$ cat src/inc/tah_pkg.sv
// Package of shared constants for the threshold alert hysteresis block.
package tah_pkg;

  // ****************************************************************
  // Bus and field geometry
  // ****************************************************************
  localparam int ADDR_W = 8;
  localparam int DATA_W = 16;
  localparam int THR_W = 14;
  localparam int THR_LSB = 2;
  localparam int THR_MSB = 15;

  // ****************************************************************
  // Register offsets
  // ****************************************************************
  localparam logic [7:0] OFS_BIP_OV_CLR = 8'h24;
  localparam logic [7:0] OFS_BIP_OV_SET = 8'h25;
  localparam logic [7:0] OFS_BIP_UV_CLR = 8'h26;
  localparam logic [7:0] OFS_BIP_UV_SET = 8'h27;
  localparam logic [7:0] OFS_BLK_OV_CLR = 8'h28;
  localparam logic [7:0] OFS_BLK_OV_SET = 8'h29;
  localparam logic [7:0] OFS_ALERT_NOW = 8'h30;
  localparam logic [7:0] OFS_EVT_STATUS = 8'h31;
  localparam logic [7:0] OFS_EVT_ENABLE = 8'h32;
  localparam logic [7:0] OFS_EVT_CLEAR = 8'h33;

  // ****************************************************************
  // Reset and disable values
  // ****************************************************************
  localparam logic [13:0] RST_BIP_OV_CLR = 14'h3fff;
  localparam logic [13:0] RST_BIP_OV_SET = 14'h3fff;
  localparam logic [13:0] RST_BIP_UV_CLR = 14'h0000;
  localparam logic [13:0] RST_BIP_UV_SET = 14'h0000;
  localparam logic [13:0] RST_BLK_OV_CLR = 14'h3fff;
  localparam logic [13:0] RST_BLK_OV_SET = 14'h3fff;
  localparam logic [13:0] OV_OFF = 14'h3fff;
  localparam logic [13:0] UV_OFF = 14'h0000;

  // ****************************************************************
  // Event bit layout of status, enable and clear
  // ****************************************************************
  localparam int EV_W = 3;
  localparam int EV_CELL_OV = 0;
  localparam int EV_CELL_UV = 1;
  localparam int EV_BLK_OV = 2;

endpackage

$ cat src/rtl/tah_top.sv
// Threshold registers, three hysteresis alerts and their event interrupt.
//
// Decided for this implementation: the strobed register port.
`timescale 1ns/1ps
module tah_top (
  // Clock and reset
  input wire logic sys_clk,
  input wire logic rst_n,
  // Register port
  input wire logic [tah_pkg::ADDR_W-1:0] reg_addr,
  input wire logic [tah_pkg::DATA_W-1:0] reg_wdata,
  input wire logic reg_wr,
  input wire logic reg_rd,
  output logic [tah_pkg::DATA_W-1:0] reg_rdata,
  // Measurement engine
  input wire logic meas_valid,
  input wire logic meas_bipolar,
  input wire logic meas_block,
  input wire logic [tah_pkg::THR_W-1:0] meas_code,
  // Alerts and interrupt
  output logic cell_overvoltage_alert,
  output logic cell_undervoltage_alert,
  output logic block_overvoltage_alert,
  output logic irq
);

  // ****************************************************************
  // Reset release
  // ****************************************************************
  logic rst_meta_n;
  logic rst_sync_n;

  always_ff @(posedge sys_clk or negedge rst_n) begin
    if (!rst_n) begin
      rst_meta_n <= 1'b0;
      rst_sync_n <= 1'b0;
    end else begin
      rst_meta_n <= 1'b1;
      rst_sync_n <= rst_meta_n;
    end
  end

  // ****************************************************************
  // Threshold registers
  // ****************************************************************
  logic [tah_pkg::THR_W-1:0] bipolar_cell_ov_clear_threshold;
  logic [tah_pkg::THR_W-1:0] bipolar_cell_ov_set_threshold;
  logic [tah_pkg::THR_W-1:0] bipolar_cell_uv_clear_threshold;
  logic [tah_pkg::THR_W-1:0] bipolar_cell_uv_set_threshold;
  logic [tah_pkg::THR_W-1:0] block_ov_clear_threshold;
  logic [tah_pkg::THR_W-1:0] block_ov_set_threshold;
  logic [tah_pkg::THR_W-1:0] next_bip_ov_clr;
  logic [tah_pkg::THR_W-1:0] next_bip_ov_set;
  logic [tah_pkg::THR_W-1:0] next_bip_uv_clr;
  logic [tah_pkg::THR_W-1:0] next_bip_uv_set;
  logic [tah_pkg::THR_W-1:0] next_blk_ov_clr;
  logic [tah_pkg::THR_W-1:0] next_blk_ov_set;
  logic [tah_pkg::THR_W-1:0] wr_thr;

  // Only the upper fourteen bits are stored; bits 1:0 are dropped.
  assign wr_thr = reg_wdata[tah_pkg::THR_MSB:tah_pkg::THR_LSB];

  always_comb begin
    next_bip_ov_clr = bipolar_cell_ov_clear_threshold;
    next_bip_ov_set = bipolar_cell_ov_set_threshold;
    next_bip_uv_clr = bipolar_cell_uv_clear_threshold;
    next_bip_uv_set = bipolar_cell_uv_set_threshold;
    next_blk_ov_clr = block_ov_clear_threshold;
    next_blk_ov_set = block_ov_set_threshold;
    if (reg_wr) begin
      case (reg_addr)
        tah_pkg::OFS_BIP_OV_CLR: next_bip_ov_clr = wr_thr;
        tah_pkg::OFS_BIP_OV_SET: next_bip_ov_set = wr_thr;
        tah_pkg::OFS_BIP_UV_CLR: next_bip_uv_clr = wr_thr;
        tah_pkg::OFS_BIP_UV_SET: next_bip_uv_set = wr_thr;
        tah_pkg::OFS_BLK_OV_CLR: next_blk_ov_clr = wr_thr;
        tah_pkg::OFS_BLK_OV_SET: next_blk_ov_set = wr_thr;
        default: begin
        end
      endcase
    end
  end

  always_ff @(posedge sys_clk or negedge rst_sync_n) begin
    if (!rst_sync_n) begin
      bipolar_cell_ov_clear_threshold <= tah_pkg::RST_BIP_OV_CLR;
      bipolar_cell_ov_set_threshold <= tah_pkg::RST_BIP_OV_SET;
      bipolar_cell_uv_clear_threshold <= tah_pkg::RST_BIP_UV_CLR;
      bipolar_cell_uv_set_threshold <= tah_pkg::RST_BIP_UV_SET;
      block_ov_clear_threshold <= tah_pkg::RST_BLK_OV_CLR;
      block_ov_set_threshold <= tah_pkg::RST_BLK_OV_SET;
    end else begin
      bipolar_cell_ov_clear_threshold <= next_bip_ov_clr;
      bipolar_cell_ov_set_threshold <= next_bip_ov_set;
      bipolar_cell_uv_clear_threshold <= next_bip_uv_clr;
      bipolar_cell_uv_set_threshold <= next_bip_uv_set;
      block_ov_clear_threshold <= next_blk_ov_clr;
      block_ov_set_threshold <= next_blk_ov_set;
    end
  end

  // ****************************************************************
  // Alert flags
  // ****************************************************************
  logic cell_sample;
  logic block_sample;

  // Unipolar cell codes are handled elsewhere and never touch these flags.
  assign cell_sample = meas_valid && meas_bipolar && !meas_block;
  assign block_sample = meas_valid && meas_block;

  tah_hyst_alert #(.W(tah_pkg::THR_W), .OVER(1'b1)) u_cell_ov (
    .clk(sys_clk),
    .rst_n(rst_sync_n),
    .sample(cell_sample),
    .code(meas_code),
    .set_thr(bipolar_cell_ov_set_threshold),
    .clr_thr(bipolar_cell_ov_clear_threshold),
    .alert(cell_overvoltage_alert)
  );

  tah_hyst_alert #(.W(tah_pkg::THR_W), .OVER(1'b0)) u_cell_uv (
    .clk(sys_clk),
    .rst_n(rst_sync_n),
    .sample(cell_sample),
    .code(meas_code),
    .set_thr(bipolar_cell_uv_set_threshold),
    .clr_thr(bipolar_cell_uv_clear_threshold),
    .alert(cell_undervoltage_alert)
  );

  tah_hyst_alert #(.W(tah_pkg::THR_W), .OVER(1'b1)) u_blk_ov (
    .clk(sys_clk),
    .rst_n(rst_sync_n),
    .sample(block_sample),
    .code(meas_code),
    .set_thr(block_ov_set_threshold),
    .clr_thr(block_ov_clear_threshold),
    .alert(block_overvoltage_alert)
  );

  // ****************************************************************
  // Event status, enable and interrupt
  // ****************************************************************
  logic [tah_pkg::EV_W-1:0] alert_now;
  logic [tah_pkg::EV_W-1:0] alert_prev;
  logic [tah_pkg::EV_W-1:0] evt_status;
  logic [tah_pkg::EV_W-1:0] evt_enable;
  logic [tah_pkg::EV_W-1:0] evt_rise;
  logic [tah_pkg::EV_W-1:0] evt_clr;
  logic [tah_pkg::EV_W-1:0] next_status;
  logic [tah_pkg::EV_W-1:0] next_enable;
  logic next_irq;

  always_comb begin
    alert_now = '0;
    alert_now[tah_pkg::EV_CELL_OV] = cell_overvoltage_alert;
    alert_now[tah_pkg::EV_CELL_UV] = cell_undervoltage_alert;
    alert_now[tah_pkg::EV_BLK_OV] = block_overvoltage_alert;
  end

  // A new event is an alert that has just risen.
  assign evt_rise = alert_now & ~alert_prev;

  always_comb begin
    evt_clr = '0;
    next_enable = evt_enable;
    if (reg_wr && reg_addr == tah_pkg::OFS_EVT_CLEAR) begin
      evt_clr = reg_wdata[tah_pkg::EV_W-1:0];
    end
    if (reg_wr && reg_addr == tah_pkg::OFS_EVT_ENABLE) begin
      next_enable = reg_wdata[tah_pkg::EV_W-1:0];
    end
    // A rise in the clearing cycle survives the clear.
    next_status = (evt_status & ~evt_clr) | evt_rise;
    next_irq = |(next_status & next_enable);
  end

  always_ff @(posedge sys_clk or negedge rst_sync_n) begin
    if (!rst_sync_n) begin
      alert_prev <= '0;
      evt_status <= '0;
      evt_enable <= '0;
      irq <= 1'b0;
    end else begin
      alert_prev <= alert_now;
      evt_status <= next_status;
      evt_enable <= next_enable;
      irq <= next_irq;
    end
  end

  // ****************************************************************
  // Read data
  // ****************************************************************
  logic [tah_pkg::DATA_W-1:0] next_rdata;

  always_comb begin
    next_rdata = '0;
    if (reg_rd) begin
      case (reg_addr)
        tah_pkg::OFS_BIP_OV_CLR: next_rdata[tah_pkg::THR_MSB:
          tah_pkg::THR_LSB] = bipolar_cell_ov_clear_threshold;
        tah_pkg::OFS_BIP_OV_SET: next_rdata[tah_pkg::THR_MSB:
          tah_pkg::THR_LSB] = bipolar_cell_ov_set_threshold;
        tah_pkg::OFS_BIP_UV_CLR: next_rdata[tah_pkg::THR_MSB:
          tah_pkg::THR_LSB] = bipolar_cell_uv_clear_threshold;
        tah_pkg::OFS_BIP_UV_SET: next_rdata[tah_pkg::THR_MSB:
          tah_pkg::THR_LSB] = bipolar_cell_uv_set_threshold;
        tah_pkg::OFS_BLK_OV_CLR: next_rdata[tah_pkg::THR_MSB:
          tah_pkg::THR_LSB] = block_ov_clear_threshold;
        tah_pkg::OFS_BLK_OV_SET: next_rdata[tah_pkg::THR_MSB:
          tah_pkg::THR_LSB] = block_ov_set_threshold;
        tah_pkg::OFS_ALERT_NOW: next_rdata[tah_pkg::EV_W-1:0] = alert_now;
        tah_pkg::OFS_EVT_STATUS: next_rdata[tah_pkg::EV_W-1:0] = evt_status;
        tah_pkg::OFS_EVT_ENABLE: next_rdata[tah_pkg::EV_W-1:0] = evt_enable;
        default: next_rdata = '0;
      endcase
    end
  end

  always_ff @(posedge sys_clk or negedge rst_sync_n) begin
    if (!rst_sync_n) begin
      reg_rdata <= '0;
    end else begin
      reg_rdata <= next_rdata;
    end
  end
endmodule

$ cat src/rtl/tah_hyst_alert.sv
// One hysteresis alert flag with set and clear thresholds.
`timescale 1ns/1ps
module tah_hyst_alert #(
  parameter int W = 14,
  parameter bit OVER = 1'b1
) (
  // Clock and reset
  input wire logic clk,
  input wire logic rst_n,
  // Measurement
  input wire logic sample,
  input wire logic [W-1:0] code,
  // Thresholds
  input wire logic [W-1:0] set_thr,
  input wire logic [W-1:0] clr_thr,
  // Flag
  output logic alert
);

  logic next_alert;
  logic hit_set;
  logic hit_clr;

  // Codes are offset binary, so a plain unsigned compare orders them.
  always_comb begin
    if (OVER) begin
      // An all-ones set threshold can never be exceeded by design.
      hit_set = (code > set_thr) && (set_thr != {W{1'b1}});
      hit_clr = (code <= clr_thr);
    end else begin
      hit_set = (code < set_thr);
      hit_clr = (code >= clr_thr);
    end
  end

  // Set wins if software programs overlapping thresholds, so a real
  // excursion is never hidden by a misconfiguration.
  always_comb begin
    next_alert = alert;
    if (sample) begin
      if (hit_set) begin
        next_alert = 1'b1;
      end else if (hit_clr) begin
        next_alert = 1'b0;
      end
    end
  end

  always_ff @(posedge clk or negedge rst_n) begin
    if (!rst_n) begin
      alert <= 1'b0;
    end else begin
      alert <= next_alert;
    end
  end

endmodule

$ cat config.mk
export PLATFORM = sky130hd
export DESIGN_NAME = tah_top
export DESIGN_NICKNAME = d
export VERILOG_FILES = /design/src/inc/tah_pkg.sv /design/src/rtl/tah_top.sv /design/src/rtl/tah_hyst_alert.sv
export SDC_FILE = /design/constraint.sdc
export NUM_CORES = 1
export LEC_CHECK = 0
export ABC_AREA = 1
export BUFFER_PORTS_ARGS = -buffer_cell sky130_fd_sc_hd__clkbuf_2
export CORE_ASPECT_RATIO = 0.8
export CORE_MARGIN = 2
export CORE_UTILIZATION = 45
export CTS_CLUSTER_DIAMETER = 50
export CTS_CLUSTER_SIZE = 24
export DETAILED_ROUTE_END_ITERATION = 16
export PLACE_DENSITY = 0.73
export SYNTH_ARGS = -nofsm -noshare
export SYNTH_HDL_FRONTEND = slang
export SYNTH_SLANG_ARGS = --single-unit
$ cat constraint.sdc
create_clock -name sys_clk -period 10.53 [get_ports sys_clk]
set_input_delay 0.5265 -clock sys_clk [delete_from_list [all_inputs] [get_ports sys_clk]]
set_output_delay 0.5265 -clock sys_clk [all_outputs]
set_load 0.005 [all_outputs]
==> results_tabular.tex <==
\begin{tabular}{lr}
\hline
Metric & Value \\
\hline
\multicolumn{2}{l}{\textbf{Outcome}} \\
Outcome & complete, no violations \\
\multicolumn{2}{l}{\textbf{Worst setup path}} \\
Class of the most critical setup path & primary input to flip-flop \\
Crit path launch type & primary input \\
Endpoint kind of the worst setup timing path & flip-flop \\
CP Data Arrival Time & 2.48 ns \\
FF-to-FF setup slack & 8.72 ns \\
Maximum fanout along the worst path & 52 \\
Required @ worst endpoint & 10.87 ns \\
\multicolumn{2}{l}{\textbf{Synth}} \\
Netlist cell types & 33 \\
Area of the mapped netlist & 7300 µm² \\
Portion of the post-synthesis area used by sequential elements & 40.4\% \\
Average size of a mapped cell & 7.94 µm² \\
Synthesized instance count & 919 \\
Number of flip-flops and latches in the synthesized netlist & 115 \\
Net count after synthesis & 1047 \\
Share of async-settable or async-resettable flops after synthesis & 100\% \\
Number of warning messages in the yosys log & 0 \\
Count of flip-flops with a built-in enable after synthesis & 0 \\
Most frequently used flop master after synthesis & sky130\_fd\_sc\_hd\_\_dfrtp\_1 \\
\multicolumn{2}{l}{\textbf{Floorplan}} \\
Die height & 118 µm \\
Width of the die & 146 µm \\
Effective utilization at floorplan & 46.2\% \\
Die Area & 17300 µm² \\
Core Rows & 41 \\
Number of primary I/O pins & 65 \\
Core Region & 15800 µm² \\
\multicolumn{2}{l}{\textbf{STA}} \\
Total negative setup slack & 0 ns \\
Portion of the clock cycle consumed by the worst path in the final layout & 20.3\% \\
Worst hold margin & 0.312 ns \\
Number of pins exceeding their max-slew limit in the final report & 0 \\
Setup violations, final & 0 \\
Hold Fails Final Rpt & 0 \\
Actual slew at the worst max-slew pin & 0.888 ns \\
RSZ-0062 raised after global routing & false \\
Maximum clock frequency & 468 MHz \\
Min setup slack post-route & 8.39 ns \\
Relative slew slack & 40.8\% \\
Clock Skew & 0.00952 ns \\
Minimum clock period & 2.14 ns \\
\multicolumn{2}{l}{\textbf{Cells and area}} \\
Share of final-layout standard cells stronger than drive strength 1 & 17.8\% \\
Final standard cell count with taps included and fillers excluded & 1207 \\
Layout overhead on the synthesized area & 14.4\% \\
Number of inserted diodes & 0 \\
Final design area excluding fillers & 8340 µm² \\
Final core utilization & 52.8\% \\
Number of nets in the final layout & 1107 \\
\multicolumn{2}{l}{\textbf{Global routing}} \\
Initial antenna violation count & 0 \\
Vias in the first global route & 5839 \\
Overall overflow remaining after global route & 0 \\
Gr usage total & 24.9\% \\
First-pass GRT wire length & 32.8 mm \\
Pin count of the biggest net entering global routing & 74 \\
\multicolumn{2}{l}{\textbf{Power}} \\
Reported net switching power & 0.337 mW \\
Power Dens Cells & 147 nW/µm² \\
Reg power frac & 40.8\% \\
Clk network pwr share & 47.9\% \\
Final total power & 1.22 mW \\
Lkg Pwr & 3.78 nW \\
Net switching share of the total power & 27.6\% \\
Logic gate share of total power & 11.3\% \\
Cell internal pwr & 0.885 mW \\
Worst ir drop on vdd & 0.101 mV \\
\multicolumn{2}{l}{\textbf{Clock network}} \\
Clk buf depth & 2 \\
Root cell of the clock tree & sky130\_fd\_sc\_hd\_\_clkbuf\_16 \\
CTS buffer count & 17 \\
TritonCTS clock tree & done \\
Clk sink count & 115 \\
Clock latency of the later-clocked register in the worst-skew pair & 0.43 ns \\
H-Tree Depth & 4 \\
Clock-pin transition on the worst setup and hold timing paths & 0.06 ns \\
\multicolumn{2}{l}{\textbf{Placement}} \\
Pre-CTS worst setup slack & 7.98 ns \\
Number of placed cells counting well taps & 1174 \\
Post-DP HPWL & 15.8 mm \\
Placer congestion estimate & 0.969 \\
IO Port Bufs & 64 \\
Area after detailed placement & 7730 µm² \\
\multicolumn{2}{l}{\textbf{Detailed routing}} \\
Number of iterations in the first detailed-routing pass & 5 \\
Initial DRC Count & 886 \\
DR DRC count & 0 \\
Detail Route Antenna Nets & 0 \\
Detail-routed net length per standard cell & 17.3 µm \\
Routed Wire Length & 20.9 mm \\
Vias & 6409 \\
DR vias/cell & 5.31 \\
\multicolumn{2}{l}{\textbf{Hold path}} \\
Worst min-delay path category & flip-flop to async pin \\
\multicolumn{2}{l}{\textbf{Job}} \\
Max-capacitance violation count & 0 \\
\hline
\end{tabular}
[Yosys cell counts (2+ instances only)]
master / count / share of area, %
sky130_fd_sc_hd__nand2_2: 5 / 0.43
sky130_fd_sc_hd__nand4_4: 2 / 0.58
sky130_fd_sc_hd__buf_4: 2 / 0.21
sky130_fd_sc_hd__nor3_1: 20 / 1.4
sky130_fd_sc_hd__nor2_4: 3 / 0.46
sky130_fd_sc_hd__dfstp_2: 56 / 20
sky130_fd_sc_hd__dfrtp_1: 59 / 20
sky130_fd_sc_hd__nand2_1: 212 / 11
sky130_fd_sc_hd__buf_2: 15 / 1.0
sky130_fd_sc_hd__nand4_1: 13 / 1.1
sky130_fd_sc_hd__nor2_2: 2 / 0.17
sky130_fd_sc_hd__clkbuf_1: 3 / 0.15
sky130_fd_sc_hd__nor2_1: 43 / 2.2
sky130_fd_sc_hd__nand3_1: 68 / 4.7
sky130_fd_sc_hd__ha_1: 83 / 14
sky130_fd_sc_hd__o21ai_0: 99 / 6.8
sky130_fd_sc_hd__inv_2: 4 / 0.21
sky130_fd_sc_hd__o21bai_1: 3 / 0.31
sky130_fd_sc_hd__nand3_4: 3 / 0.72
sky130_fd_sc_hd__a21oi_1: 32 / 2.2
sky130_fd_sc_hd__buf_6: 4 / 0.62
sky130_fd_sc_hd__o21ai_1: 35 / 2.4
sky130_fd_sc_hd__inv_1: 141 / 7.3
sky130_fd_sc_hd__o211ai_1: 3 / 0.31
[flip-flops by register name, summed over array words and instances (netlist names), 14 cells and up]
register and count:
reg_rdata 16, bipolar_cell_uv_set_threshold 14, bipolar_cell_ov_clear_threshold 14, block_ov_set_threshold 14, bipolar_cell_uv_clear_threshold 14, bipolar_cell_ov_set_threshold 14, block_ov_clear_threshold 14
[final cells by class]
type	count	area (µm²)
fill	1526	7460
multi-input combinational	634	3640
sequential	115	2950
inverter	145	544
clock buffer	19	453
timing repair buffer	66	338
tap	215	269
clock inverter	13	145
[placed cells by master, fill, tap and decap left out, types with 3 or more instances in the layout]
cell / synthesis / routed
sky130_fd_sc_hd__nand3_4: 3 / 3
sky130_fd_sc_hd__o21ai_0: 99 / 99
sky130_fd_sc_hd__dfrtp_1: 59 / 58
sky130_fd_sc_hd__clkinvlp_4: 0 / 3
sky130_fd_sc_hd__clkbuf_2: 0 / 64
sky130_fd_sc_hd__a21oi_1: 32 / 32
sky130_fd_sc_hd__nand2_1: 212 / 212
sky130_fd_sc_hd__o211ai_1: 3 / 3
sky130_fd_sc_hd__nor3_1: 20 / 20
sky130_fd_sc_hd__inv_1: 141 / 141
sky130_fd_sc_hd__nor2_4: 3 / 3
sky130_fd_sc_hd__ha_1: 83 / 83
sky130_fd_sc_hd__clkbuf_16: 0 / 17
sky130_fd_sc_hd__inv_2: 4 / 4
sky130_fd_sc_hd__o21bai_1: 3 / 3
sky130_fd_sc_hd__dfstp_2: 56 / 56
sky130_fd_sc_hd__nand2_2: 5 / 5
sky130_fd_sc_hd__nand3_1: 68 / 68
sky130_fd_sc_hd__inv_6: 0 / 4
sky130_fd_sc_hd__nand4_1: 13 / 13
sky130_fd_sc_hd__o21ai_1: 35 / 35
sky130_fd_sc_hd__nor2_1: 43 / 43
[power by group through the flow]
stage                     clock network (mW)  logic [mW]  registers (mW)
after floorplan                            0      0.0884           0.496
after global placement                     0       0.132           0.504
after detailed placement                   0       0.136           0.504
after CTS                              0.591       0.138           0.498
after global routing                   0.612       0.160           0.501
final                                  0.586       0.138           0.498
[worst paths after layout]
path,depth (start not counted),start,end
setup / recovery,8,reg_addr[4],reg_rdata[2]$_DFF_PN0_
hold / removal,0,rst_sync_n$_DFF_PN0_,bipolar_cell_uv_set_threshold[0]$_DFFE_PN0P_
setup reg to reg,9,bipolar_cell_ov_set_threshold[9]$_DFFE_PN1P_,u_cell_ov.alert$_DFFE_PN0P_
hold reg to reg,0,rst_sync_n$_DFF_PN0_,bipolar_cell_uv_set_threshold[0]$_DFFE_PN0P_
max in group asynchronous,1,rst_sync_n$_DFF_PN0_,bipolar_cell_uv_clear_threshold[6]$_DFFE_PN0P_
min in group sys_clk,3,reg_rd,reg_rdata[1]$_DFF_PN0_
[worst max-delay path: stages]
cell and delay (ns):
sky130_fd_sc_hd__clkbuf_2 0.09, sky130_fd_sc_hd__inv_1 0.06, sky130_fd_sc_hd__nand2_2 0.08, sky130_fd_sc_hd__nor2_8 0.60
sky130_fd_sc_hd__nand3_1 0.59, sky130_fd_sc_hd__o21ai_0 0.32, sky130_fd_sc_hd__nor2_1 0.07, sky130_fd_sc_hd__a21oi_1 0.14
[repair_timing]
| action | 4_1_cts | 5_1_grt |
|---|---|---|
| setup buffers | 0 | 0 |
| gates resized for setup | 0 | 0 |
| endpoints found under the hold margin | 2 | 0 |
| hold buffers | 1 | 0 |
[metal layers]
metal / share of wire, % / global-route usage (%) / wire length [µm]
met5: 0 / 0 / 0
met3: 9.5 / 6.94 / 1990
met1: 51 / 40.2 / 10700
met2: 38 / 31.9 / 7880
met4: 1.6 / 6.49 / 326
[kinds of logic after synthesis]
kind of cell / count (synthesis) / synth area share (%)
flops: 115 / 40.4
compound gates: 175 / 12.3
fa+ha+maj: 83 / 14.2
simple gates: 375 / 23.3
other cells: 1 / 0.0514
buf+inv: 170 / 9.67
Power figures use the tool's default switching activity.
